**config.mk**
```make
export PLATFORM = sky130hd
export DESIGN_NAME = io_pad_cell
export DESIGN_NICKNAME = d
export VERILOG_FILES = /design/src/pkg/io_pad_pkg.sv /design/src/rtl/io_pad_cell.sv /design/src/rtl/io_sync3.sv
export VERILOG_INCLUDE_DIRS = /design/src /design/src/pkg
export SDC_FILE = /design/constraint.sdc
export NUM_CORES = 1
export LEC_CHECK = 0
export ABC_AREA = 1
export BUFFER_PORTS_ARGS = -buffer_cell sky130_fd_sc_hd__buf_2
export CAP_MARGIN = 20
export CORE_ASPECT_RATIO = 0.9
export CORE_MARGIN = 1
export CORE_UTILIZATION = 51
export CTS_CLUSTER_SIZE = 10
export DETAILED_ROUTE_END_ITERATION = 10
export PLACE_DENSITY = 0.83
export SYNTH_ARGS = -nofsm -noshare
export SYNTH_HDL_FRONTEND = slang
export SYNTH_SLANG_ARGS = --single-unit
```
**constraint.sdc**
```tcl
create_clock -name i_clock -period 2 [get_ports i_clock]
set_input_delay 0.1 -clock i_clock [delete_from_list [all_inputs] [get_ports i_clock]]
set_output_delay 0.1 -clock i_clock [all_outputs]
set_load 0.1 [all_outputs]
```
**src/pkg/io_pad_defs.svh**
```systemverilog
// register offsets, field positions, reset values and timing counts
`ifndef IO_PAD_DEFS_SVH
`define IO_PAD_DEFS_SVH

// register byte offsets
`define REG_CFG 8'h00
`define REG_STATUS 8'h04
`define REG_CTRL 8'h08

// configuration word field positions
`define CFG_IN_INIT 0
`define CFG_OUT_INIT 1
`define CFG_IN_CKINV 2
`define CFG_OUT_CKINV 3
`define CFG_CE_LO 4
`define CFG_CE_HI 5
`define CFG_IN_LATCH 6
`define CFG_OUT_REG 7
`define CFG_OUT_INV 8
`define CFG_TRI_INV 9
`define CFG_FAST 10
`define CFG_USED 11
`define CFG_UNUSED_LO 12
`define CFG_UNUSED_HI 13
`define CFG_W 14
`define CFG_RESET 14'h0000

// clock enable steering codes
`define CE_BOTH 2'h0
`define CE_IN 2'h1
`define CE_OUT 2'h2

// unused pad modes
`define UNUSED_PULLUP 2'h0
`define UNUSED_PULLDOWN 2'h1
`define UNUSED_DRIVEN 2'h2

// control word
`define CTRL_DONE 0

// synchroniser width and soft start timing
`define SYNC_W 3
`define CLK_PERIOD_NS 100
`define SOFT_START_NS 1000
`define SOFT_START_CYC \
  ((`SOFT_START_NS + `CLK_PERIOD_NS - 1) / `CLK_PERIOD_NS)

`endif

```
**src/pkg/io_pad_pkg.sv**
```systemverilog
// types shared by the pad cell and its synchroniser
package io_pad_pkg;

  typedef enum logic [2:0] {
    PH_CONFIG = 3'b001,
    PH_SOFT = 3'b010,
    PH_RUN = 3'b100
  } phase_t;

  typedef struct packed {
    logic [1:0] unused_mode;
    logic pad_used;
    logic fast_slew;
    logic tri_inv;
    logic out_inv;
    logic out_reg_used;
    logic in_latch;
    logic [1:0] ce_sel;
    logic out_clk_inv;
    logic in_clk_inv;
    logic out_init_set;
    logic in_init_set;
  } cfg_t;

  typedef struct packed {
    logic psel;
    logic penable;
    logic pwrite;
    logic [7:0] paddr;
    logic [31:0] pwdata;
  } apb_req_t;

  typedef struct packed {
    logic pready;
    logic pslverr;
    logic [31:0] prdata;
  } apb_rsp_t;

  typedef struct packed {
    logic out;
    logic oe;
    logic pull_up;
    logic pull_down;
    logic slew_fast;
  } pad_drv_t;

  typedef struct packed {
    logic [2:0] s1;
    logic [2:0] s2;
    logic [2:0] s3;
    logic [2:0] lvl;
  } sync_st_t;

endpackage

```
**src/rtl/io_pad_cell.sv**
```systemverilog
// programmable pad cell: input/output registers, preset, soft start, pulls
//
// The register offsets and register access over APB were decided locally.
`timescale 1ns/1ns
`default_nettype none
`include "io_pad_defs.svh"

module io_pad_cell
  import io_pad_pkg::*;
(
  // clock and reset
  input wire logic i_clock,
  input wire logic i_rst,
  // register bus
  input wire apb_req_t i_apb,
  output var apb_rsp_t o_apb,
  // user logic side
  input wire logic i_global_preset_pulse,
  input wire logic i_shared_clock_enable,
  input wire logic i_input_reg_clock,
  input wire logic i_output_reg_clock,
  input wire logic i_out_data,
  input wire logic i_out_disable,
  output var logic o_in_direct,
  output var logic o_in_reg_q,
  // package pin
  input wire logic i_pad,
  output var pad_drv_t o_pad
);

  ////////////////////////////////////////////////////////////////////////
  // state

  typedef struct packed {
    logic [`CFG_W-1:0] cfg_w;
    phase_t phase;
    logic [3:0] soft_cnt;
    logic in_q;
    logic out_q;
    logic ick_prev;
    logic ock_prev;
    logic in_direct;
    pad_drv_t pad;
    apb_rsp_t rsp;
  } cell_st_t;

  cell_st_t st;
  cell_st_t next_st;
  cfg_t cfg;
  logic [`SYNC_W-1:0] sync_lvl;
  logic pad_lvl;
  logic ick;
  logic ock;
  logic preset_now;
  logic in_ce;
  logic out_ce;
  logic in_eff;
  logic in_rise;
  logic out_rise;
  logic out_d;
  logic setup;
  logic wr;

  ////////////////////////////////////////////////////////////////////////
  // functions

  function automatic cfg_t decode_cfg(input logic [`CFG_W-1:0] w);
    cfg_t c;
    c.in_init_set = w[`CFG_IN_INIT];
    c.out_init_set = w[`CFG_OUT_INIT];
    c.in_clk_inv = w[`CFG_IN_CKINV];
    c.out_clk_inv = w[`CFG_OUT_CKINV];
    c.ce_sel = w[`CFG_CE_HI:`CFG_CE_LO];
    c.in_latch = w[`CFG_IN_LATCH];
    c.out_reg_used = w[`CFG_OUT_REG];
    c.out_inv = w[`CFG_OUT_INV];
    c.tri_inv = w[`CFG_TRI_INV];
    c.fast_slew = w[`CFG_FAST];
    c.pad_used = w[`CFG_USED];
    c.unused_mode = w[`CFG_UNUSED_HI:`CFG_UNUSED_LO];
    return c;
  endfunction

  // steering code 3 is treated as both, so no code leaves a register dead
  function automatic logic ce_reaches(input logic [1:0] sel,
                                      input logic [1:0] mine);
    return (sel == mine) || (sel == `CE_BOTH) || (sel == 2'h3);
  endfunction

  function automatic logic is_mapped(input logic [7:0] a);
    return (a == `REG_CFG) || (a == `REG_STATUS) || (a == `REG_CTRL);
  endfunction

  ////////////////////////////////////////////////////////////////////////
  // pin side synchronisation

  // every cell has its own pair of clock inputs and its own filter
  io_sync3 u_sync (
    .i_clock(i_clock),
    .i_rst(i_rst),
    .i_async({i_pad, i_input_reg_clock, i_output_reg_clock}),
    .o_level(sync_lvl)
  );

  assign pad_lvl = sync_lvl[2];
  assign ick = sync_lvl[1];
  assign ock = sync_lvl[0];

  ////////////////////////////////////////////////////////////////////////
  // next state

  always_comb begin
    next_st = st;
    cfg = decode_cfg(st.cfg_w);
    setup = i_apb.psel & ~i_apb.penable;
    wr = i_apb.psel & i_apb.penable & st.rsp.pready & i_apb.pwrite;

    // preset is the only set/clear path besides i_rst, which clears both to 0; configuration holds it too
    preset_now = i_global_preset_pulse | (st.phase == PH_CONFIG);

    // enable is used as is, active high, no inversion option
    // a register the enable is not steered to runs on every clock edge
    in_ce = i_shared_clock_enable | ~ce_reaches(cfg.ce_sel, `CE_IN);
    out_ce = i_shared_clock_enable | ~ce_reaches(cfg.ce_sel, `CE_OUT);

    // previous raw level kept, so flipping the inversion makes no edge
    in_eff = ick ^ cfg.in_clk_inv;
    in_rise = in_eff & ~(st.ick_prev ^ cfg.in_clk_inv);
    out_rise = (ock ^ cfg.out_clk_inv) & ~(st.ock_prev ^ cfg.out_clk_inv);
    out_d = i_out_data ^ cfg.out_inv;

    next_st.ick_prev = ick;
    next_st.ock_prev = ock;
    next_st.in_direct = pad_lvl;

    // registers: preset wins over clock and enable
    if (preset_now) begin
      next_st.in_q = cfg.in_init_set;
      next_st.out_q = cfg.out_init_set;
    end else begin
      if (cfg.in_latch) begin
        // latch is open while the effective clock is low
        if (in_ce && !in_eff) begin
          next_st.in_q = pad_lvl;
        end
      end else if (in_ce && in_rise) begin
        next_st.in_q = pad_lvl;
      end
      if (out_ce && out_rise) begin
        next_st.out_q = out_d;
      end
    end

    // startup sequence
    case (st.phase)
      PH_CONFIG: begin
        if (wr && i_apb.paddr == `REG_CTRL &&
            i_apb.pwdata[`CTRL_DONE]) begin
          next_st.phase = PH_SOFT;
          next_st.soft_cnt = 4'(`SOFT_START_CYC);
        end
      end
      PH_SOFT: begin
        if (st.soft_cnt == 4'h1) begin
          next_st.phase = PH_RUN;
        end else begin
          next_st.soft_cnt = st.soft_cnt - 4'h1;
        end
      end
      PH_RUN: begin
        next_st.phase = PH_RUN;
      end
      default: begin
        next_st.phase = PH_CONFIG;
      end
    endcase

    // pad drive
    next_st.pad = '0;
    // slow edges until the soft start window is over
    next_st.pad.slew_fast = (st.phase == PH_RUN) & cfg.fast_slew;
    if (cfg.pad_used) begin
      next_st.pad.out = cfg.out_reg_used ? st.out_q : out_d;
      next_st.pad.oe = (st.phase != PH_CONFIG) &
                       ~(i_out_disable ^ cfg.tri_inv);
    end else begin
      case (cfg.unused_mode)
        `UNUSED_PULLUP: next_st.pad.pull_up = 1'b1;
        `UNUSED_PULLDOWN: next_st.pad.pull_down = 1'b1;
        `UNUSED_DRIVEN: next_st.pad.oe = (st.phase != PH_CONFIG);
        default: next_st.pad.oe = 1'b0;
      endcase
    end

    // register bus: answer registered in setup, ready in the access cycle
    next_st.rsp.pready = setup;
    next_st.rsp.pslverr = setup & ~is_mapped(i_apb.paddr);
    next_st.rsp.prdata = '0;
    if (setup && !i_apb.pwrite) begin
      case (i_apb.paddr)
        `REG_CFG: next_st.rsp.prdata = {18'h0, st.cfg_w};
        `REG_STATUS: next_st.rsp.prdata = {24'h0, st.phase, st.pad.oe,
                       st.pad.slew_fast, st.in_direct, st.out_q, st.in_q};
        `REG_CTRL: next_st.rsp.prdata = {31'h0, st.phase != PH_CONFIG};
        default: next_st.rsp.prdata = '0;
      endcase
    end
    if (wr && i_apb.paddr == `REG_CFG) begin
      next_st.cfg_w = i_apb.pwdata[`CFG_W-1:0];
    end
  end

  ////////////////////////////////////////////////////////////////////////
  // registers

  always_ff @(posedge i_clock or posedge i_rst) begin
    if (i_rst) begin
      st <= '0;
      st.cfg_w <= `CFG_RESET;
      st.phase <= PH_CONFIG;
    end else begin
      st <= next_st;
    end
  end

  assign o_apb = st.rsp;
  assign o_pad = st.pad;
  assign o_in_direct = st.in_direct;
  assign o_in_reg_q = st.in_q;
endmodule
`default_nettype wire

```
**src/rtl/io_sync3.sv**
```systemverilog
// three-stage synchroniser with agreement filter for pin-side inputs
`timescale 1ns/1ns
`default_nettype none
`include "io_pad_defs.svh"

module io_sync3
  import io_pad_pkg::*;
(
  // clock and reset
  input wire logic i_clock,
  input wire logic i_rst,
  // asynchronous inputs and filtered levels
  input wire logic [`SYNC_W-1:0] i_async,
  output var logic [`SYNC_W-1:0] o_level
);

  sync_st_t st;
  sync_st_t next_st;

  // s1 feeds only s2; a level moves once s2 and s3 agree
  always_comb begin
    next_st = st;
    next_st.s1 = i_async;
    next_st.s2 = st.s1;
    next_st.s3 = st.s2;
    next_st.lvl = (st.lvl & (st.s2 ^ st.s3)) | (st.s2 & ~(st.s2 ^ st.s3));
  end

  always_ff @(posedge i_clock or posedge i_rst) begin
    if (i_rst) begin
      st <= '0;
    end else begin
      st <= next_st;
    end
  end

  assign o_level = st.lvl;

endmodule
`default_nettype wire

```
==> results of run 1 <==
==> tightest hold or removal path: cells and delay by family <==
kind / cells / cell delay (ps)
AOI/OAI and AO/OA: 1 / 100
buffers and inverters: 1 / 80
and+or+nand+nor: 1 / 50
==> what timing repair did <==
item                      in CTS  in global routing
hold endpoints to repair      43                  0
buffers inserted               0                  0
hold buffers                  16                  0
==> registers in the layout, summed over array words and instances (netlist names), named ones only <==
name and flops:
u_sync.next_st 6, u_sync.st 3, o_pad 5, o_in_reg_q 1, cfg 14, o_in_direct 1
o_apb 16, st 10
==> cell families (layout without fill, tap and decap cells) <==
group	Yosys count	after routing
and+or+nand+nor	149	149
other	1	18
xor gates and xnor gates	2	2
DFF	59	59
adders and majority gates	5	5
AOI/OAI and AO/OA	22	22
buffers and inverters	81	129
==> power groups by stage <==
stage               Sequential (mW)  Combinational (mW)  Clock [mW]
floorplan                      1.28               0.283           0
global placement               1.27               0.329           0
detailed placement             1.27               0.336           0
CTS                            1.25               0.360        1.24
global route                   1.25               0.385        1.30
finish                         1.25               0.360        1.21
==> final cells by class <==
| type | instances | area [um2] | area share |
|---|---|---|---|
| Clock buffer | 12 | 155 | 0.0458 |
| Inverter | 39 | 146 | 0.0433 |
| Clock inverter | 4 | 72.6 | 0.0214 |
| Multi-Input combinational cell | 196 | 981 | 0.290 |
| Sequential cell | 59 | 1480 | 0.437 |
| Timing Repair Buffer | 74 | 468 | 0.138 |
| Tap cell | 67 | 83.8 | 0.0248 |
==> metal layers <==
layer / global-route usage / wire length [um] / part of all wire / vias up
met2: 0.347 / 2690 / 0.49 / 101
met1: 0.266 / 2270 / 0.41 / 997
met3: 0.0825 / 404 / 0.073 / 14
met5: 0 / 0 / 0 / -
li1: - / - / - / 1065
met4: 0.117 / 130 / 0.024 / 0
==> Yosys cell counts (all sizes together) (2+ instances only) <==
cell type	n	area [um2]
nand2	71	277
nor2	28	140
maj3	3	30.0
o21ai	4	20.0
ha	2	25.0
nand4	2	12.5
dfrtp	58	1450
a21oi	16	114
nor3	11	70.1
nand3	35	180
buf	42	327
xnor2	2	17.5
inv	39	146
==> how the worst max path moves through the flow <==
| stage | start | endpoint | slack (ps) |
|---|---|---|---|
| after detailed placement | st[48] | st[44] | 620 |
| after global placement | st[48] | st[44] | 670 |
| after global routing | st[44] | st[46] | 480 |
| after CTS | st[44] | st[46] | 590 |
| after floorplan | i_rst | async pin | 450 |
| final | st[48] | st[44] | 580 |
==> layout by cell type, fill, tap and decap left out, drive strengths merged, types with 2 or more instances in the layout <==
cell type     n
nand2        71
dfrtp        58
buf          58
inv          39
nand3        35
nor2         28
conb         18
dlygate4sd3  16
a21oi        16
clkbuf       12
nor3         11
o21ai         4
maj3          3
xnor2         2
nand4         2
ha            2
bufinv        2
==> per-stage QoR <==
stage,instances,hold WS [ps],setup slack (ps),util
3_3_place_gp,419,194,668,0.560
6_report,451,22.0,582,0.633
3_5_place_dp,419,200,619,0.560
5_1_grt,451,18.4,481,0.633
4_1_cts,451,4.13,593,0.633
2_1_floorplan,336,131,445,-
==> out/results.ini, run 1 <==
[grt]
antenna_found_initial = 0
grt-ovfl-total = 0
grt_pass1_vias = 2131
grt.total_usage = 0.222
grt_max_degree = 33
grt_first_pass_wirelength_um = 9370

[synth]
yosys_warnings = 0
synth_xor_area_frac = 0.00611
synth_compound_area_frac = 0.0519
synth_cell_types = 29
muxShareOfSynthArea = 0
synth_edf_count = 0
synth_area_mm2 = 0.00287
avgSynthCellArea_um2 = 8.99
synthAdderAreaFrac = 0.0192
ys_seq_area_frac = 0.515
synthArstFlopShare = 1.00
synth_top_family_by_area = simple AND/OR/NAND/NOR gates
yosys.area_share.simple = 0.241
synth_cells = 319
synthFlopType = dfrtp_1
synth_seq_cells = 59

[critical_path]
crit_buf_inv = 1
worstPathRequired_ps = 2230
r2r_cells = 5
r2r-end = st[44]
cp.arrival_ps = 1650
cp_slowest_cell = dfstp_2
cp_cell_sequence = nand3_1 -> inv_1 -> nand3_1 -> nand3_1 -> nand2_1
crit_path_end_kind = flop
path_max_fanout = 5
crit_type = reg2reg
worst_path_most_repeated_cell = nand3_1
worst_path_largest_cell_delay_ps = 560
rrSetupSlack_ps = 580
cp.depth = 5
worst_setup_path_start_kind = flop
reg2reg_from = st[48]
crit_family = simple AND/OR/NAND/NOR gates

[drt]
vias_per_cell = 4.83
vias = 2177
routed_wl_um = 5500
ant_nets = 0
drc_errors = 0
wire_per_inst_um = 12.2
firstDrtPassIters = 4
initialDrtViolationCount = 147

[pwr]
p_leak_nw = 1.84
p_clk_frac = 0.429
p_sw_frac = 0.263
power_frac_seq = 0.443
combPwrFrac = 0.128
p_switching_uw = 740
fin_total_pwr_mw = 2.82
power.internal_mw = 2.08
irDropWorstVdd_mv = 0.549
p_per_area_mw_per_mm2 = 832

[placement]
io_buffers = 56
placed_area_mm2 = 0.00300
dp_hpwl_um = 4110
place_congestion = 0.790

[clock_tree]
cts_tree = done
worstSkewPairLatency_ps = 340
htree_levels = 3
cts_buffers = 9
cts_max_path_buffers = 2
cts_root_buffer = clkbuf_8
cts_resized = 0
clock-sinks = 59
cts.clk_slew.worst_paths_ps = 60

[timing]
rsz0062_at_grt = false
setup_viol = 0
clock.fmax_mhz = 705
fin_skew_ps = 7.70
post-route-period-util = 0.709
finalHoldViolations = 0
fin_crit_ps = 1420
worst_pin_slew_ps = 585
report.final.slew_viol_count = 0
fin_tns_setup_ps = 0
worst_slew_margin_rel = 0.609

[worst_hold_path]
whs_path_depth = 3
hold_path_end = cfg[10]
hp-class = in2reg
hp-start = i_apb[10]

[run]
drv_cap = 0

[die]
die_w_um = 81.0
fp.coreArea_mm2 = 0.00535
dieArea_mm2 = 0.00593
row_count = 25
initial_core_util = 0.536
io_pins = 93
die_h_um = 73.1

[layout]
fill_cells = 453
area_growth_syn_to_layout_pct = 18.0
num_antenna_cells = 0
finalNetCount = 433
drive_above_1_share = 0.263
finalInstanceArea_mm2 = 0.00338

[outcome]
status = finished clean

(Power assumes the default switching activity.)
==> run 2: changes to the inputs <==
--- a/config.mk
+++ b/config.mk
@@ -11,10 +11,10 @@
 export CAP_MARGIN = 20
 export CORE_ASPECT_RATIO = 0.9
 export CORE_MARGIN = 1
-export CORE_UTILIZATION = 51
+export CORE_UTILIZATION = 46
 export CTS_CLUSTER_SIZE = 10
 export DETAILED_ROUTE_END_ITERATION = 10
-export PLACE_DENSITY = 0.83
+export PLACE_DENSITY = 0.79
 export SYNTH_ARGS = -nofsm -noshare
 export SYNTH_HDL_FRONTEND = slang
 export SYNTH_SLANG_ARGS = --single-unit
==> constraint.sdc (replaced) <==
create_clock -name i_clock -period 1.3 [get_ports i_clock]
set_input_delay 0.065 -clock i_clock [delete_from_list [all_inputs] [get_ports i_clock]]
set_output_delay 0.065 -clock i_clock [all_outputs]
set_load 0.1 [all_outputs]
==> out/results.ini, run 2 (same netlist as run 1, synthesis figures left out) <==
[outcome]
status = finished clean

[clock_tree]
clock-sinks = 59
cts.clk_slew.worst_paths_ps = 70
cts_tree = done
cts_max_path_buffers = 2
htree_levels = 3
worstSkewPairLatency_ps = 340
cts_root_buffer = clkbuf_8
cts_buffers = 9

[grt]
met1_usage = 0.238
grt.total_usage = 0.190
grt_use_met2 = 0.302
grt_max_degree = 25
grt_pass1_vias = 2121
grt_util_met3 = 0.0710
antenna_found_initial = 0
busiest_layer = met2
grt-ovfl-total = 0
grt_first_pass_wirelength_um = 9560

[layout]
fin_util = 0.609
largest_reg_flops = 16
finalNetCount = 445
area_growth_syn_to_layout_pct = 24.3
layout_commonest_cell = nand2_1
final_cell_mix = 63 x nand2_1, 57 x dfrtp_1, 56 x buf_2, 33 x inv_1, 30 x nand3_1
drive_above_1_share = 0.323
num_antenna_cells = 0

[placement]
dp_hpwl_um = 4220
io_buffers = 56
place_congestion = 0.827

[critical_path]
cp_slowest_cell = dfstp_2
crit_path_end_kind = flop
cp_cell_sequence = nand3_2 -> inv_2 -> nand3_2 -> nand3_1 -> nand2_1
crit_type = reg2reg
worstPathRequired_ps = 1520
cp.arrival_ps = 1480
path_max_fanout = 5
worst_path_largest_cell_delay_ps = 570
crit_buf_inv = 1
crit_family = flip-flops
worst_setup_path_start_kind = flop
worst_path_most_repeated_cell = nand3_2

[timing]
fin_skew_ps = 8.66
report.final.slew_viol_count = 0
post-route-period-util = 0.967
fin_tns_setup_ps = 0
clock.fmax_mhz = 796
fin_crit_ps = 1260
finalHoldViolations = 0
rsz0062_at_grt = true
setup_viol = 0

[pwr]
p_leak_nw = 1.89
p_per_area_mw_per_mm2 = 1230
irDropWorstVdd_mv = 1.39

[die]
dieArea_mm2 = 0.00655
initial_core_util = 0.490
fp.coreArea_mm2 = 0.00586
die_h_um = 76.9
io_pins = 93
row_count = 26
die_w_um = 85.2

[worst_hold_path]
hp-class = in2reg

[drt]
vias_per_cell = 4.73
ant_nets = 0
routed_wl_um = 5770
wire_per_inst_um = 12.4
drc_errors = 0
vias = 2203
initialDrtViolationCount = 130
firstDrtPassIters = 4

[run]
drv_cap = 0

[run 2: metrics by stage]
step	instance area (um2)	power [mW]	instances	hold slack, ps	setup WS [ps]
finish	3560	4.37	466	27.8	43.2
floorplan	2940	2.40	336	96.4	27.6
detailed placement	3070	2.48	431	110	-66.7
global placement	3070	2.46	431	105	-5.37
CTS	3490	4.39	466	11.7	3.40
global route	3560	4.55	466	45.1	-34.4
[run 2: layout make-up]
type | count | area, um2
clock inverter | 4 | 72.6
clock buffer | 12 | 155
timing repair buffer | 86 | 571
multi-input combinational | 196 | 1050
fill | 491 | 2290
tap | 70 | 87.6
inverter | 39 | 150
sequential | 59 | 1480
[run 2: final timing paths]
check | startpoint | cells after the start | slack, ps | to
worst min register to register | u_sync.next_st[7] | 0 | 350 | u_sync.next_st[4]
worst min-delay path | i_apb[40] | 4 | 30 | o_apb[13]
max in group asynchronous | i_rst | 4 | 540 | o_in_reg_q
worst max-delay path | st[48] | 5 | 40 | st[44]
min in group asynchronous | i_rst | 3 | 290 | o_pad[1]
worst max register to register | st[48] | 5 | 40 | st[44]
[run 2: power by group]
| group | switching [mW] | internal (mW) |
|---|---|---|
| Clock | 0.689 | 1.18 |
| Sequential | 0.0336 | 1.89 |
| Combinational | 0.439 | 0.142 |
| Total | 1.16 | 3.21 |
[run 2: routing by layer]
metal  wire, um  vias to the layer above
met5          0                        -
met4        107                        0
met3        376                       11
met2       2760                       78
met1       2530                     1023
li1           -                     1091
[run 2: worst reg2reg max path, stage by stage (launching register included)]
cell and delay (ps):
dfstp_2 570, nand3_2 150, inv_2 130, nand3_2 130, nand3_1 100, nand2_1 60
[run 2: what timing repair did]
action,CTS,global route
hold buffers,18,0
endpoints found under the setup margin,1,25
hold endpoints to repair,33,0
setup buffers,1,0
pin swaps,0,5
gates resized for setup,1,22
